$ cat config.mk
export PLATFORM = sky130hd
export DESIGN_NAME = trxsc_top
export DESIGN_NICKNAME = d
export VERILOG_FILES = /design/src/common/trxsc_pkg.sv /design/src/hw/trxsc_cal.sv /design/src/hw/trxsc_top.sv
export SDC_FILE = /design/constraint.sdc
export NUM_CORES = 1
export LEC_CHECK = 0
export ABC_CLOCK_PERIOD_IN_PS = 2400
export CAP_MARGIN = 20
export CORE_MARGIN = 2
export CORE_UTILIZATION = 40
export DETAILED_ROUTE_END_ITERATION = 8
export DONT_BUFFER_PORTS = 1
export PLACE_DENSITY_LB_ADDON = 0.25
export SKIP_CTS_REPAIR_TIMING = 1
export SLEW_MARGIN = 25
export SYNTH_ARGS = -nofsm -noshare
export SYNTH_HDL_FRONTEND = slang
export SYNTH_SLANG_ARGS = --single-unit
$ cat constraint.sdc
create_clock -name clk_sys -period 2.4 [get_ports clk_sys]
set_input_delay 0.24 -clock clk_sys [delete_from_list [all_inputs] [get_ports clk_sys]]
set_output_delay 0.24 -clock clk_sys [all_outputs]
set_load 0.01 [all_outputs]
$ cat src/common/trxsc_pkg.sv
// Constants, types and register map of the transceiver state and calibration
// block. Assumes a single 40 MHz system clock and a host register port.
package trxsc_pkg;
  // ****************************************************************
  // Timing
  // ****************************************************************
  localparam int unsigned CLK_PERIOD_NS = 25;
  localparam int unsigned T_TRANS_NS = 2000;
  localparam int unsigned T_CAL_NS = 1000;
  localparam int unsigned T_RECOV_NS = 500;
  localparam logic [7:0] TRANS_CYC =
    8'((T_TRANS_NS + CLK_PERIOD_NS - 1) / CLK_PERIOD_NS);
  localparam logic [7:0] CAL_CYC =
    8'((T_CAL_NS + CLK_PERIOD_NS - 1) / CLK_PERIOD_NS);
  localparam logic [7:0] RECOV_CYC =
    8'((T_RECOV_NS + CLK_PERIOD_NS - 1) / CLK_PERIOD_NS);

  // ****************************************************************
  // Register map
  // ****************************************************************
  localparam logic [3:0] ADDR_STATE = 4'h0;
  localparam logic [3:0] ADDR_CMD = 4'h1;
  localparam logic [3:0] ADDR_SYNTH = 4'h2;
  localparam logic [3:0] ADDR_CHAN = 4'h3;
  localparam logic [3:0] ADDR_CAL_I = 4'h4;
  localparam logic [3:0] ADDR_CAL_Q = 4'h5;
  localparam logic [3:0] ADDR_IRQ_EN = 4'h6;

  localparam logic [2:0] CMD_OFF = 3'h2;
  localparam logic [2:0] CMD_TXPREP = 3'h3;
  localparam logic [2:0] CMD_RX = 3'h5;
  localparam logic [2:0] CODE_OFF = 3'h2;
  localparam logic [2:0] CODE_TXPREP = 3'h3;
  localparam logic [2:0] CODE_RX = 3'h5;
  localparam logic [2:0] CODE_TRANS = 3'h7;

  localparam logic [7:0] SYNTH_ARM = 8'h09;
  localparam logic [7:0] SYNTH_FIRE = 8'h08;
  localparam logic [6:0] RST_SYNTH = 7'h08;
  localparam int unsigned CAL_W = 6;
  localparam logic [5:0] RST_CAL = 6'h20;
  localparam logic [7:0] RST_CHAN = 8'h00;

  // ****************************************************************
  // Types
  // ****************************************************************
  typedef enum logic [2:0] {
    FSM_OFF, FSM_TRANS, FSM_TXPREP, FSM_RX, FSM_CHAN
  } trxsc_fsm_t;

  typedef struct packed {
    logic wr;
    logic rd;
    logic [3:0] addr;
    logic [7:0] wdata;
  } trxsc_req_t;

  typedef struct packed {
    logic [CAL_W-1:0] i;
    logic [CAL_W-1:0] q;
  } trxsc_iq_t;
endpackage

$ cat src/hw/trxsc_cal.sv
// LO leakage calibration loop: captures the measured I/Q offsets after a
// fixed settle time. Assumes start is a one-cycle pulse.
`timescale 1ns/1ps
`default_nettype none
module trxsc_cal (
  input wire logic clk_sys,
  input wire logic rst_b,
  input wire logic start,
  input wire trxsc_pkg::trxsc_iq_t meas_iq,
  output logic busy,
  output logic done,
  output trxsc_pkg::trxsc_iq_t result
);
  typedef struct packed {
    logic busy;
    logic done;
    logic [7:0] cnt;
    trxsc_pkg::trxsc_iq_t result;
  } trxsc_cal_st_t;

  trxsc_cal_st_t state_reg;
  trxsc_cal_st_t state_next;

  always_comb begin
    state_next = state_reg;
    state_next.done = 1'b0;
    if (start) begin
      state_next.busy = 1'b1;
      state_next.cnt = trxsc_pkg::CAL_CYC;
    end else if (state_reg.busy) begin
      if (state_reg.cnt == 8'h01) begin
        state_next.busy = 1'b0;
        state_next.done = 1'b1;
        state_next.result = meas_iq;
      end
      state_next.cnt = 8'(state_reg.cnt - 8'h01);
    end
  end

  always_ff @(posedge clk_sys) begin
    if (!rst_b) begin
      state_reg <= '0;
    end else begin
      state_reg <= state_next;
    end
  end

  assign busy = state_reg.busy;
  assign done = state_reg.done;
  assign result = state_reg.result;
endmodule
`default_nettype wire

$ cat src/hw/trxsc_top.sv
// Transceiver state machine with automatic calibration when leaving off for transmit-prepare or receive, channel
// change, stuck-transition model and synthesizer recovery.
// Assumes host register accesses are synchronous to clk_sys.
`timescale 1ns/1ps
`default_nettype none
module trxsc_top (
  input wire logic clk_sys,
  input wire logic rst_b,
  input wire trxsc_pkg::trxsc_req_t reg_req,
  input wire logic trx_fault,
  input wire trxsc_pkg::trxsc_iq_t meas_iq,
  output logic [7:0] rd_data,
  output logic rd_valid,
  output logic ready_interrupt,
  output logic synth_lock_flag,
  output trxsc_pkg::trxsc_iq_t cal_iq
);
  typedef struct packed {
    trxsc_pkg::trxsc_fsm_t fsm;
    logic target_rx;
    logic stuck;
    logic armed;
    logic [7:0] cnt;
    logic [5:0] cal_i;
    logic [5:0] cal_q;
    logic [6:0] synth;
    logic lock;
    logic irq_en;
    logic [7:0] chan;
    logic [7:0] rd_data;
    logic rd_valid;
    logic irq;
  } trxsc_st_t;

  trxsc_st_t state_reg;
  trxsc_st_t state_next;
  logic cal_start;
  logic cal_busy;
  logic cal_done;
  trxsc_pkg::trxsc_iq_t cal_result;
  logic wr_cmd;
  logic wr_chan;
  logic [2:0] state_code;

  // ****************************************************************
  // Calibration loop
  // ****************************************************************
  trxsc_cal u_cal (
    .clk_sys(clk_sys),
    .rst_b(rst_b),
    .start(cal_start),
    .meas_iq(meas_iq),
    .busy(cal_busy),
    .done(cal_done),
    .result(cal_result)
  );

  assign wr_cmd = reg_req.wr && (reg_req.addr == trxsc_pkg::ADDR_CMD);
  assign wr_chan = reg_req.wr && (reg_req.addr == trxsc_pkg::ADDR_CHAN);

  // ****************************************************************
  // State machine and registers
  // ****************************************************************
  always_comb begin
    state_next = state_reg;
    state_next.irq = 1'b0;
    state_next.rd_valid = 1'b0;
    cal_start = 1'b0;
    if (state_reg.cnt != 8'h00) begin
      state_next.cnt = 8'(state_reg.cnt - 8'h01);
    end
    case (state_reg.fsm)
      trxsc_pkg::FSM_OFF: begin
        if (wr_cmd && (reg_req.wdata[2:0] == trxsc_pkg::CMD_TXPREP ||
            reg_req.wdata[2:0] == trxsc_pkg::CMD_RX)) begin
          state_next.fsm = trxsc_pkg::FSM_TRANS;
          state_next.target_rx = reg_req.wdata[2:0] == trxsc_pkg::CMD_RX;
          state_next.stuck = trx_fault;
          state_next.cnt = trxsc_pkg::TRANS_CYC;
          state_next.lock = 1'b0;
          cal_start = 1'b1;
        end
      end
      trxsc_pkg::FSM_TRANS: begin
        if (cal_done) begin
          state_next.cal_i = cal_result.i;
          state_next.cal_q = cal_result.q;
        end
        if (!state_reg.stuck && state_reg.cnt == 8'h00 && !cal_busy) begin
          state_next.fsm = state_reg.target_rx ? trxsc_pkg::FSM_RX :
                           trxsc_pkg::FSM_TXPREP;
          state_next.lock = 1'b1;
          state_next.irq = !state_reg.target_rx && state_reg.irq_en;
        end
      end
      trxsc_pkg::FSM_TXPREP: begin
        if (wr_cmd && reg_req.wdata[2:0] == trxsc_pkg::CMD_RX) begin
          state_next.fsm = trxsc_pkg::FSM_RX;
        end else if (wr_chan) begin
          state_next.fsm = trxsc_pkg::FSM_CHAN;
          state_next.lock = 1'b0;
          state_next.stuck = trx_fault;
          state_next.cnt = trxsc_pkg::TRANS_CYC;
        end
      end
      trxsc_pkg::FSM_CHAN: begin
        if (!state_reg.stuck && state_reg.cnt == 8'h00) begin
          state_next.fsm = trxsc_pkg::FSM_TXPREP;
          state_next.lock = 1'b1;
          state_next.irq = state_reg.irq_en;
        end
      end
      trxsc_pkg::FSM_RX: begin
        if (wr_cmd && reg_req.wdata[2:0] == trxsc_pkg::CMD_TXPREP) begin
          state_next.fsm = trxsc_pkg::FSM_TXPREP;
        end
      end
      default: begin
        state_next.fsm = trxsc_pkg::FSM_OFF;
      end
    endcase
    // Host writes
    if (reg_req.wr) begin
      if (reg_req.addr == trxsc_pkg::ADDR_SYNTH) begin
        state_next.synth = reg_req.wdata[6:0];
        if (reg_req.wdata == trxsc_pkg::SYNTH_ARM) begin
          state_next.armed = 1'b1;
        end else if (reg_req.wdata == trxsc_pkg::SYNTH_FIRE &&
                     state_reg.armed) begin
          state_next.armed = 1'b0;
          if (state_reg.fsm == trxsc_pkg::FSM_TRANS ||
              state_reg.fsm == trxsc_pkg::FSM_CHAN) begin
            state_next.stuck = 1'b0;
            state_next.cnt = trxsc_pkg::RECOV_CYC;
          end
        end
      end else if (reg_req.addr == trxsc_pkg::ADDR_CAL_I) begin
        state_next.cal_i = reg_req.wdata[5:0];
      end else if (reg_req.addr == trxsc_pkg::ADDR_CAL_Q) begin
        state_next.cal_q = reg_req.wdata[5:0];
      end else if (reg_req.addr == trxsc_pkg::ADDR_IRQ_EN) begin
        state_next.irq_en = reg_req.wdata[0];
      end else if (reg_req.addr == trxsc_pkg::ADDR_CHAN) begin
        state_next.chan = reg_req.wdata;
      end
    end
    if (wr_cmd && reg_req.wdata[2:0] == trxsc_pkg::CMD_OFF) begin
      state_next.fsm = trxsc_pkg::FSM_OFF;
      state_next.stuck = 1'b0;
      state_next.armed = 1'b0;
      state_next.lock = 1'b0;
      state_next.cnt = 8'h00;
    end
    // Host reads
    if (reg_req.rd) begin
      state_next.rd_valid = 1'b1;
      if (reg_req.addr == trxsc_pkg::ADDR_STATE) begin
        state_next.rd_data = {5'h00, state_code};
      end else if (reg_req.addr == trxsc_pkg::ADDR_SYNTH) begin
        state_next.rd_data = {state_reg.lock, state_reg.synth};
      end else if (reg_req.addr == trxsc_pkg::ADDR_CHAN) begin
        state_next.rd_data = state_reg.chan;
      end else if (reg_req.addr == trxsc_pkg::ADDR_CAL_I) begin
        state_next.rd_data = {2'b00, state_reg.cal_i};
      end else if (reg_req.addr == trxsc_pkg::ADDR_CAL_Q) begin
        state_next.rd_data = {2'b00, state_reg.cal_q};
      end else if (reg_req.addr == trxsc_pkg::ADDR_IRQ_EN) begin
        state_next.rd_data = {7'h00, state_reg.irq_en};
      end else begin
        state_next.rd_data = 8'h00;
      end
    end
  end

  always_comb begin
    case (state_reg.fsm)
      trxsc_pkg::FSM_OFF: state_code = trxsc_pkg::CODE_OFF;
      trxsc_pkg::FSM_TXPREP: state_code = trxsc_pkg::CODE_TXPREP;
      trxsc_pkg::FSM_RX: state_code = trxsc_pkg::CODE_RX;
      default: state_code = trxsc_pkg::CODE_TRANS;
    endcase
  end

  always_ff @(posedge clk_sys) begin
    if (!rst_b) begin
      state_reg <= '0;
      state_reg.fsm <= trxsc_pkg::FSM_OFF;
      state_reg.synth <= trxsc_pkg::RST_SYNTH;
      state_reg.cal_i <= trxsc_pkg::RST_CAL;
      state_reg.cal_q <= trxsc_pkg::RST_CAL;
      state_reg.chan <= trxsc_pkg::RST_CHAN;
    end else begin
      state_reg <= state_next;
    end
  end

  assign rd_data = state_reg.rd_data;
  assign rd_valid = state_reg.rd_valid;
  assign ready_interrupt = state_reg.irq;
  assign synth_lock_flag = state_reg.lock;
  assign cal_iq = {state_reg.cal_i, state_reg.cal_q};

  // ****************************************************************
  // Checks
  // ****************************************************************
  chk_cal_store: assert property (@(posedge clk_sys) disable iff (!rst_b)
    (cal_done && state_reg.fsm == trxsc_pkg::FSM_TRANS && !reg_req.wr)
    |=> (state_reg.cal_i == $past(cal_result.i)) &&
        (state_reg.cal_q == $past(cal_result.q)))
    else $error("calibration result not stored");
  chk_cal_field: assert property (@(posedge clk_sys) disable iff (!rst_b)
    (reg_req.rd && reg_req.addr == trxsc_pkg::ADDR_CAL_I)
    |=> rd_valid && rd_data == {2'b00, $past(state_reg.cal_i)})
    else $error("calibration field readback wrong");
  chk_rx_path: assert property (@(posedge clk_sys) disable iff (!rst_b)
    (state_reg.fsm == trxsc_pkg::FSM_OFF && wr_cmd &&
     reg_req.wdata[2:0] == trxsc_pkg::CMD_RX)
    |=> state_reg.fsm == trxsc_pkg::FSM_TRANS && cal_busy)
    else $error("receive path skipped calibration");
  chk_ready_irq: assert property (@(posedge clk_sys) disable iff (!rst_b)
    (state_reg.fsm == trxsc_pkg::FSM_TXPREP &&
     $past(state_reg.fsm) == trxsc_pkg::FSM_TRANS)
    |-> ready_interrupt == $past(state_reg.irq_en) && synth_lock_flag)
    else $error("ready interrupt wrong on reaching transmit-prepare");
  chk_trans_code: assert property (@(posedge clk_sys) disable iff (!rst_b)
    (state_reg.fsm == trxsc_pkg::FSM_TRANS && reg_req.rd &&
     reg_req.addr == trxsc_pkg::ADDR_STATE)
    |-> !ready_interrupt ##1 rd_data == {5'h00, trxsc_pkg::CODE_TRANS})
    else $error("transition state not reported");
  chk_chan_lock: assert property (@(posedge clk_sys) disable iff (!rst_b)
    (state_reg.fsm == trxsc_pkg::FSM_TXPREP &&
     $past(state_reg.fsm) == trxsc_pkg::FSM_CHAN)
    |-> synth_lock_flag && ready_interrupt == $past(state_reg.irq_en))
    else $error("channel change completion wrong");
  chk_cal_write: assert property (@(posedge clk_sys) disable iff (!rst_b)
    (reg_req.wr && reg_req.addr == trxsc_pkg::ADDR_CAL_Q)
    |=> cal_iq.q == $past(reg_req.wdata[5:0]))
    else $error("host calibration write lost");
endmodule
`default_nettype wire

==> results.yml, run 1 <==
outcome:
  status: "complete, no violations"
global_route:
  grt_pass1_wl_um: 14500
  antenna_found_initial: 0
  grt_use_total_pct: 18.0
  grt_pass1_vias: 2799
  grt_max_degree: 27
  grt_overflow: 0
cells_and_area:
  drive_gt1_share_pct: 11.1
  syn_to_final_growth_pct: 5.42
  largest_reg_flops: 30
  mostFrequentLayoutCells: "dfxtp_1, nor2_1, a21oi_1, nand2_1, mux2i_1"
  final_common_cell: "dfxtp_1"
  antennaDiodeCount: 0
  finalNetCount: 452
critical_path:
  cp_slowest_cell: "dfxtp_1"
  cp.buffers_inverters: 1
  critPathTopFamily: "compound AO/OA/AOI/OAI gates"
  crit_path_max_incr_delay_ns: 0.39
  path_max_fanout: 4
  worstSetupPathType: "register to register"
  path_cells: "inv_1 -> ha_1 -> nand2b_1 -> nor4_4 -> a211o_2 -> nand2b_2 -> o211a_1"
  r2r_start: "state_reg[40]$_SDFF_PP0_"
  start_kind: "register"
  crit_path_end_kind: "register"
  crit_arrival_ns: 2.03
  startpoint: "state_reg[40]$_SDFF_PP0_"
  worstPathRequired_ns: 2.64
synth:
  synth_seq_cells: 75
  syn-num-nets: 474
  yosysWarnings: 0
  syn_area_sq_um: 3830
  synthCells: 441
  async_flop_share_pct: 0
  postSynthAreaPerCell_sq_um: 8.68
  ys_types: 63
  synth-edff-count: 0
  synth-main-ff-cell: "dfxtp_1"
  yosysSeqAreaShare_pct: 39.2
timing:
  hold_viol: 0
  finalSetupTns_ns: 0
  tightest_slew_ns: 0.473
  post-route-period-util_pct: 74.7
  drv_slew: 0
  fin_skew_ns: 0.00994
  rsz0062_at_grt: "false"
  relSlewSlack_pct: 68.4
  setup_viol: 0
  finalWorstSetupSlack_ns: 0.606
  fmaxAchievable_ghz: 0.558
  period_minus_slack_ns: 1.79
  hold_slack_ns: 0.0248
clocking:
  clockBufferDepth: 2
  clk_latency_ns: 0.35
  cts_sinks: 75
  cts_root_buf: "clkbuf_8"
  path_clk_slew_ns: 0.08
  h-tree-depth: 3
  cts_tree: "done"
  cts_buffers: 9
floorplan:
  die_w_um: 102
  num_rows: 35
  start_util_pct: 41.2
  dieArea_sq_um: 10400
  core_sq_um: 9280
  die_y_um: 102
  num_io_pins: 52
routing:
  num_vias: 3018
  route.detailed.drc: 0
  routed_wl_um: 9000
  viasPerCell: 5.47
  ant_nets: 0
  drt_iter0_markers: 188
  first_pass_iters: 4
  wl_per_cell_um: 16.3
power:
  ir_drop_mv: 0.267
  p_leak_uw: 0.00142
  power_density_nw_per_um2: 751
place:
  port_buffers: 0
  gp_congestion: 0.793
  dp_hpwl_um: 6500
  dpl_worst_slack_ns: 0.634
job:
  timing.max_cap.violations: 0
hold_path:
  hold_path.class: "primary input to register"
  hp-start: "reg_req[7]"
[stage by stage]
step | util [%] | instance area [sq um] | instances | power, uW
2_1_floorplan | - | 3830 | 441 | 1920
4_1_cts | 43.3 | 4020 | 550 | 3050
6_report | 43.5 | 4040 | 552 | 3030
3_5_place_dp | 40.9 | 3800 | 535 | 1990
3_3_place_gp | 40.9 | 3800 | 535 | 1980
5_1_grt | 43.5 | 4040 | 552 | 3200
[worst register-to-register path, delay by kind of cell (launching register included)]
family | cells | cell delay [ns]
AOI/OAI and AO/OA | 2 | 0.56
adders and majority gates | 1 | 0.18
DFF | 1 | 0.39
buffers and inverters | 1 | 0.08
and+or+nand+nor | 3 | 0.46
[power breakdown]
part           switching, uW  internal (uW)  leakage (uW)
Clock                    457            604      0.000108
Combinational            306            265      0.000702
Sequential              78.5           1320      0.000607
[final cells by class]
cell class	count	area [sq um]
Inverter	13	48.8
Tap cell	129	161
Timing Repair Buffer	11	87.6
Clock buffer	10	138
Sequential cell	75	1500
Clock inverter	5	77.6
Multi-Input combinational cell	309	2020
Fill cell	949	5250
[Yosys cell counts, types with 2 or more instances]
library cell	count	area share, %
a211oi_1	11	2.2
a21oi_1	37	4.8
a31oi_1	3	0.49
and3_1	3	0.49
buf_2	7	0.91
buf_4	22	4.3
clkbuf_1	15	1.5
dfxtp_1	75	39
ha_1	4	1.3
inv_1	13	1.3
mux2_2	4	1.2
mux2i_1	32	8.4
nand2_1	35	3.4
nand2b_1	14	2.3
nand2b_2	3	0.69
nand3_1	11	1.4
nand3b_1	2	0.39
nand4_1	3	0.49
nor2_1	55	5.4
nor2b_1	6	0.98
nor3_1	6	0.78
nor4_1	4	0.65
nor4_4	2	1.1
nor4b_1	2	0.46
o2111ai_1	5	1.1
o211a_1	3	0.78
o211ai_1	2	0.39
o21ai_0	13	1.7
o21bai_1	2	0.39
o22ai_1	2	0.33
o41ai_1	2	0.46
xnor2_1	7	1.6
xor2_1	6	1.4
[cells by family (layout without fill, tap and decap cells)]
kind of cell	after synthesis	count (layout)	synth area share (%)
adder cells (fa/ha/maj)	4	4	1.31
AND/OR/NAND/NOR	160	160	21.9
flip-flops	75	75	39.2
XOR/XNOR	13	13	2.97
AO/OA/AOI/OAI	96	96	17.1
buffers and inverters	57	39	7.97
multiplexers	36	36	9.54
[path summary, 6_finish.rpt]
check / end / slack, ns / depth (start not counted)
worst min-delay path: state_reg[17]$_SDFFE_PN0P_ / 0.02 / 2
worst max-delay path: synth_lock_flag$_SDFFE_PP0P_ / 0.61 / 7
worst max register to register: synth_lock_flag$_SDFFE_PP0P_ / 0.61 / 7
worst min register to register: state_reg[26]$_SDFFE_PN0P_ / 0.46 / 2
[metal layers]
layer,wire [um],vias to the layer above,track usage [%]
met3,622,8,5.13
met5,0,-,0
met1,4260,1429,24.5
met4,89,0,5.44
met2,4030,83,27.7
li1,-,1498,-
(Power assumes the default switching activity.)
==> run 2, diff against run 1 <==
--- a/config.mk
+++ b/config.mk
@@ -5,7 +5,7 @@
 export SDC_FILE = /design/constraint.sdc
 export NUM_CORES = 1
 export LEC_CHECK = 0
-export ABC_CLOCK_PERIOD_IN_PS = 2400
+export ABC_CLOCK_PERIOD_IN_PS = 1590
 export CAP_MARGIN = 20
 export CORE_MARGIN = 2
 export CORE_UTILIZATION = 40
==> constraint.sdc (replaced) <==
create_clock -name clk_sys -period 1.59 [get_ports clk_sys]
set_input_delay 0.159 -clock clk_sys [delete_from_list [all_inputs] [get_ports clk_sys]]
set_output_delay 0.159 -clock clk_sys [all_outputs]
set_load 0.01 [all_outputs]
==> run 2 against run 1 <==
Against the previous run:
- non-clock buffer count increased by 50
- combinational power up 140%
- routed wire length rose by 9.7%
- the flow now finishes with violations (negative hold slack, negative setup slack)
- die area unchanged
==> results.yml, run 2 (same netlist as run 1, synthesis figures left out) <==
cells_and_area:
  finalNetCount: 502
  largest_reg_flops: 30
  register_area_sq_um: 1510
  fin_util_pct: 49.6
  syn_to_final_growth_pct: 20.4
  mostFrequentLayoutCells: "dfxtp_1, nor2_1, buf_4, a21oi_1, nand2_1"
  nFillCells: 901
  antennaDiodeCount: 0
  final_common_cell: "dfxtp_1"
  finalInstanceArea_sq_um: 4610
  drive_gt1_share_pct: 20.7
  multi_input_area_sq_um: 2130
  stdcell_count: 603
place:
  dp_hpwl_um: 6650
  port_buffers: 0
  dpl_cell_area_sq_um: 4050
  gp_congestion: 0.841
  dp_cells: 562
routing:
  routed_wl_um: 9880
  wl_met1_um: 4570
  dr.max_layer_used: "met4"
  viasPerCell: 5.26
  route.detailed.drc: 0
  num_vias: 3171
  ant_nets: 0
  dr_wl_met2_um: 4530
  first_pass_iters: 4
  wl_per_cell_um: 16.4
  wl_met3_um: 665
  drt_iter0_markers: 136
clocking:
  h-tree-depth: 3
  clockBufferDepth: 2
  cts_tree: "done"
  clk_latency_ns: 0.35
  cts_buffers: 9
  cts_root_buf: "clkbuf_8"
  cts_sinks: 75
  path_clk_slew_ns: 0.09
critical_path:
  crit_path_end_kind: "register"
  r2r_start: "state_reg[52]$_SDFFE_PP0P_"
  crit_path_max_incr_delay_ns: 0.38
  crit_arrival_ns: 1.89
  worstSetupPathType: "register to register"
  path_cells: "or2_4 -> nor4_4 -> a21oi_4 -> buf_12 -> mux2i_2 -> nor2_1"
  worstPathRequired_ns: 1.83
  start_kind: "register"
  ff2ff_path_depth: 6
  path_max_fanout: 6
  cp_slowest_cell: "nor4_4"
  startpoint: "state_reg[52]$_SDFFE_PP0P_"
timing:
  tightest_slew_ns: 0.449
  rsz0062_at_grt: "true"
  relSlewSlack_pct: 70.0
  post-route-period-util_pct: 104
  finalWorstSetupSlack_ns: -0.0656
  hold_viol: 11
  fmaxAchievable_ghz: 0.604
  drv_slew: 0
  hold_slack_ns: -0.0325
  fin_skew_ns: 0.0162
  period_minus_slack_ns: 1.66
  finalSetupTns_ns: -0.572
  setup_viol: 18
hold_path:
  hp-start: "meas_iq[1]"
  hold_path.class: "primary input to register"
  whs_path_depth: 2
global_route:
  grt_overflow: 0
  antenna_found_initial: 0
  grt_pass1_wl_um: 14900
  grt_pass1_vias: 2943
  grt_use_total_pct: 18.2
  grt_max_degree: 41
floorplan:
  start_util_pct: 41.2
  num_io_pins: 52
  die_w_um: 102
  core_sq_um: 9280
  dieArea_sq_um: 10400
  num_rows: 35
  die_y_um: 102
outcome:
  violations: "negative hold slack, negative setup slack"
  status: "finished with violations"
job:
  timing.max_cap.violations: 0
power:
  power_density_nw_per_um2: 1070
  ir_drop_mv: 0.681
  p_leak_uw: 0.00168
## run 2: stage by stage
step	hold WS (ns)	setup WS (ns)	total power [uW]
2_1_floorplan	0.265	-0.00364	2910
3_3_place_gp	0.224	-0.0713	3230
3_5_place_dp	0.228	-0.106	3250
4_1_cts	-0.136	-0.136	4700
5_1_grt	0.000362	-0.152	5180
6_report	-0.0325	-0.0656	4930
## run 2: critical path, delay by kind of cell (launching register included)
| kind | cells | cell delay (ns) |
|---|---|---|
| mux | 1 | 0.17 |
| buf+inv | 1 | 0.17 |
| compound gates | 1 | 0.14 |
| flops | 1 | 0.36 |
| simple gates | 3 | 0.70 |
## run 2: report_power, final
group | switching (uW) | total, uW | leakage (uW) | internal [uW]
registers | 93.8 | 2090 | 0.000609 | 1990
logic | 633 | 1370 | 0.000977 | 739
clock network | 746 | 1470 | 0.0000950 | 719
total | 1470 | 4930 | 0.00168 | 3450
## run 2: routing by layer
metal | global-route usage [%] | up-vias
li1 | - | 1595
met1 | 24.7 | 1473
met2 | 28.7 | 90
met3 | 4.24 | 13
met4 | 6.26 | 0
met5 | 0 | -
## run 2: path summary, 6_finish.rpt
path	endpoint	slack [ns]
min reg2reg	state_reg[26]$_SDFFE_PN0P_	0.46
min	u_cal.result[1]$_SDFFE_PN0P_	-0.03
max	u_cal.result[0]$_SDFFE_PN0P_	-0.07
max reg2reg	u_cal.result[0]$_SDFFE_PN0P_	-0.07
## run 2: cell type report
cell class                 instances  share of cell area, %
clock buffer                       9                   2.69
multi-input combinational        309                   46.3
timing repair buffer              61                   12.2
clock inverter                     7                   1.49
sequential                        75                   32.7
inverter                          13                   1.06
tap                              129                   3.50
==> run 3, diff against run 2 <==
--- a/config.mk
+++ b/config.mk
@@ -5,6 +5,7 @@
 export SDC_FILE = /design/constraint.sdc
 export NUM_CORES = 1
 export LEC_CHECK = 0
+export ABC_AREA = 1
 export ABC_CLOCK_PERIOD_IN_PS = 1590
 export CAP_MARGIN = 20
 export CORE_MARGIN = 2
==> run 3 against run 2 <==
Against the previous run:
- the run ends with negative hold slack left
- register-to-register slack better by 0.15 ns
- sequential share of layout area grew 1.3 points
- sequential cell count is the same
- clock-buffer cell count increased by 1
- critical path depth is 1 higher
- via count increased by 6.7%
- fmax up 10%
- final cell count up 15%
- utilization is 1.9 points lower
- worst hold slack gained 0.013 ns
- clock skew is 0.0054 ns lower
- non-clock buffer count down 11
- critical endpoint is now u_cal.result[1]$_SDFFE_PN0P_
- highest routed layer unchanged
==> results.yml, run 3 <==
outcome:
  status: "finished with violations"
  violations: "negative hold slack"
synth:
  synth-compound-area-share_pct: 16.3
  synth-adder-area-share_pct: 1.32
  async_flop_share_pct: 0
  syn_area_sq_um: 3800
  synth-xor-area-share_pct: 1.61
  yosysSeqAreaShare_pct: 39.5
  synth-simple-area-share_pct: 28.9
  synthDominantCellAreaShare_pct: 39.5
  netlist_top_cells_count: "nand2_1, dfxtp_1, inv_1"
  synthMuxAreaShare_pct: 0
  synth_top_area_cell: "dfxtp_1"
  synth-edff-count: 0
  synth_top_family_by_area: "simple AND/OR/NAND/NOR gates"
  synth_top_cells_by_area: "dfxtp_1, nand2_1, inv_1"
  syn-num-nets: 566
  yosysWarnings: 0
  synth-main-ff-cell: "dfxtp_1"
  synth_seq_cells: 75
  synthCells: 533
  postSynthAreaPerCell_sq_um: 7.13
  yosysMostFrequentCell: "nand2_1"
  ys_types: 38
cells_and_area:
  multi_input_area_sq_um: 1860
  finalNetCount: 592
  syn_to_final_growth_pct: 16.2
  mostFrequentLayoutCells: "nand2_1, dfxtp_1, inv_1, nor2_1, a21oi_1"
  register_area_sq_um: 1500
  largest_reg_flops: 30
  antennaDiodeCount: 0
  stdcell_count: 692
  nFillCells: 903
  final_common_cell: "nand2_1"
  fin_util_pct: 47.8
  drive_gt1_share_pct: 13.7
critical_path:
  cpMostUsedCell: "nor2_4"
  worstPathRequired_ns: 1.88
  cp_slowest_cell: "dfxtp_1"
  worst_r2r_endpoint: "u_cal.result[1]$_SDFFE_PN0P_"
  critPathTopFamily: "simple AND/OR/NAND/NOR gates"
  cp.buffers_inverters: 1
  r2r_start: "u_cal.state_reg[16]$_SDFFE_PP0P_"
  ff2ff_path_depth: 7
  path_cells: "or2_4 -> nor2_4 -> nand3_2 -> nor2_4 -> buf_2 -> nand3_1 -> a21oi_2"
  worstSetupPathType: "register to register"
  crit_path_max_incr_delay_ns: 0.33
  critical_path_depth: 7
  start_kind: "register"
  startpoint: "u_cal.state_reg[16]$_SDFFE_PP0P_"
  crit_path_end_kind: "register"
  crit_end: "u_cal.result[1]$_SDFFE_PN0P_"
  rrSetupSlack_ns: 0.09
  crit_arrival_ns: 1.79
  path_max_fanout: 5
floorplan:
  die_y_um: 101
  dieArea_sq_um: 10300
  die_w_um: 101
  core_sq_um: 9240
  num_rows: 35
  start_util_pct: 41.1
  num_io_pins: 52
clocking:
  path_clk_slew_ns: 0.07
  clk_latency_ns: 0.36
  cts_sinks: 75
  cts_tree: "done"
  cts_buffers: 9
  h-tree-depth: 3
  clockBufferDepth: 2
  cts_root_buf: "clkbuf_8"
routing:
  viasPerCell: 4.89
  num_vias: 3383
  drt_iter0_markers: 155
  ant_nets: 0
  routed_wl_um: 9640
  route.detailed.drc: 0
  first_pass_iters: 4
  wl_per_cell_um: 13.9
global_route:
  grt_use_total_pct: 18.8
  grt_overflow: 0
  grt_pass1_wl_um: 15100
  grt_max_degree: 31
  antenna_found_initial: 0
  grt_pass1_vias: 3053
job:
  timing.max_cap.violations: 0
timing:
  post-route-period-util_pct: 94.6
  fmaxAchievable_ghz: 0.665
  period_minus_slack_ns: 1.50
  relSlewSlack_pct: 67.8
  fin_skew_ns: 0.0107
  hold_slack_ns: -0.0200
  hold_viol: 2
  tightest_slew_ns: 0.482
  setup_viol: 0
  drv_slew: 0
place:
  gp_congestion: 0.856
  port_buffers: 0
  dp_cells: 641
  dp_hpwl_um: 6870
power:
  p_leak_uw: 0.00179
  power_density_nw_per_um2: 1090
  ir_drop_mv: 0.460
  power_uw: 4800
hold_path:
  hold_path.class: "primary input to register"
## run 3: kinds of logic after synthesis
logic type / count (synthesis)
xor+xnor: 7
simple gates: 242
flops: 75
fa+ha+maj: 4
compound gates: 108
buf+inv: 97
## run 3: worst min-delay path by stage
stage               start                           end  slack, ns  depth (start not counted)
2_1_floorplan  reg_req[5]          cal_iq[5]$_SDFF_PN1_       0.30                          2
3_3_place_gp        rst_b          cal_iq[5]$_SDFF_PN1_       0.24                          1
3_5_place_dp        rst_b          cal_iq[5]$_SDFF_PN1_       0.24                          1
4_1_cts             rst_b          cal_iq[5]$_SDFF_PN1_      -0.14                          1
5_1_grt        meas_iq[8]  u_cal.result[8]$_SDFFE_PN0P_    -0.0002                          2
6_report       meas_iq[8]  u_cal.result[8]$_SDFFE_PN0P_      -0.02                          2
## run 3: metal layers
layer | GRT usage [%] | share of wire [%] | vias up
met5 | 0 | 0 | -
met4 | 4.99 | 1.0 | 0
met3 | 6.83 | 7.3 | 7
met2 | 28.7 | 45 | 84
met1 | 25.0 | 47 | 1522
li1 | - | - | 1770
## run 3: area by class of cell
class,instances,share of cell area (%)
inverters,62,5.27
well taps,129,3.66
repair buffers,50,10.5
flip-flops and latches,75,34.0
clock inverters,5,1.39
multi-input cells,361,42.1
clock buffers,10,3.12
## run 3: power by group
group,total [uW],switching [uW],internal [uW],leakage (uW)
Clock,1510,744,771,0.000103
Combinational,1170,693,481,0.00108
Sequential,2110,110,2010,0.000608
Total,4800,1550,3260,0.00179
## run 3: metrics by stage
stage | setup TNS (ns) | setup slack, ns | area (sq um) | hold slack (ns)
floorplan | 0 | 0.238 | 3800 | 0.295
global placement | 0 | 0.0544 | 3830 | 0.238
detailed placement | 0 | 0.0465 | 3830 | 0.239
CTS | 0 | 0.0275 | 4030 | -0.141
global route | -0.0137 | -0.00509 | 4420 | -0.000170
finish | 0 | 0.0865 | 4420 | -0.0200
## run 3: worst register-to-register path, cell delays in order, from the launching register on
cell	delay [ns]
dfxtp_1	0.33
or2_4	0.27
nor2_4	0.12
nand3_2	0.11
nor2_4	0.19
buf_2	0.18
nand3_1	0.10
a21oi_2	0.14
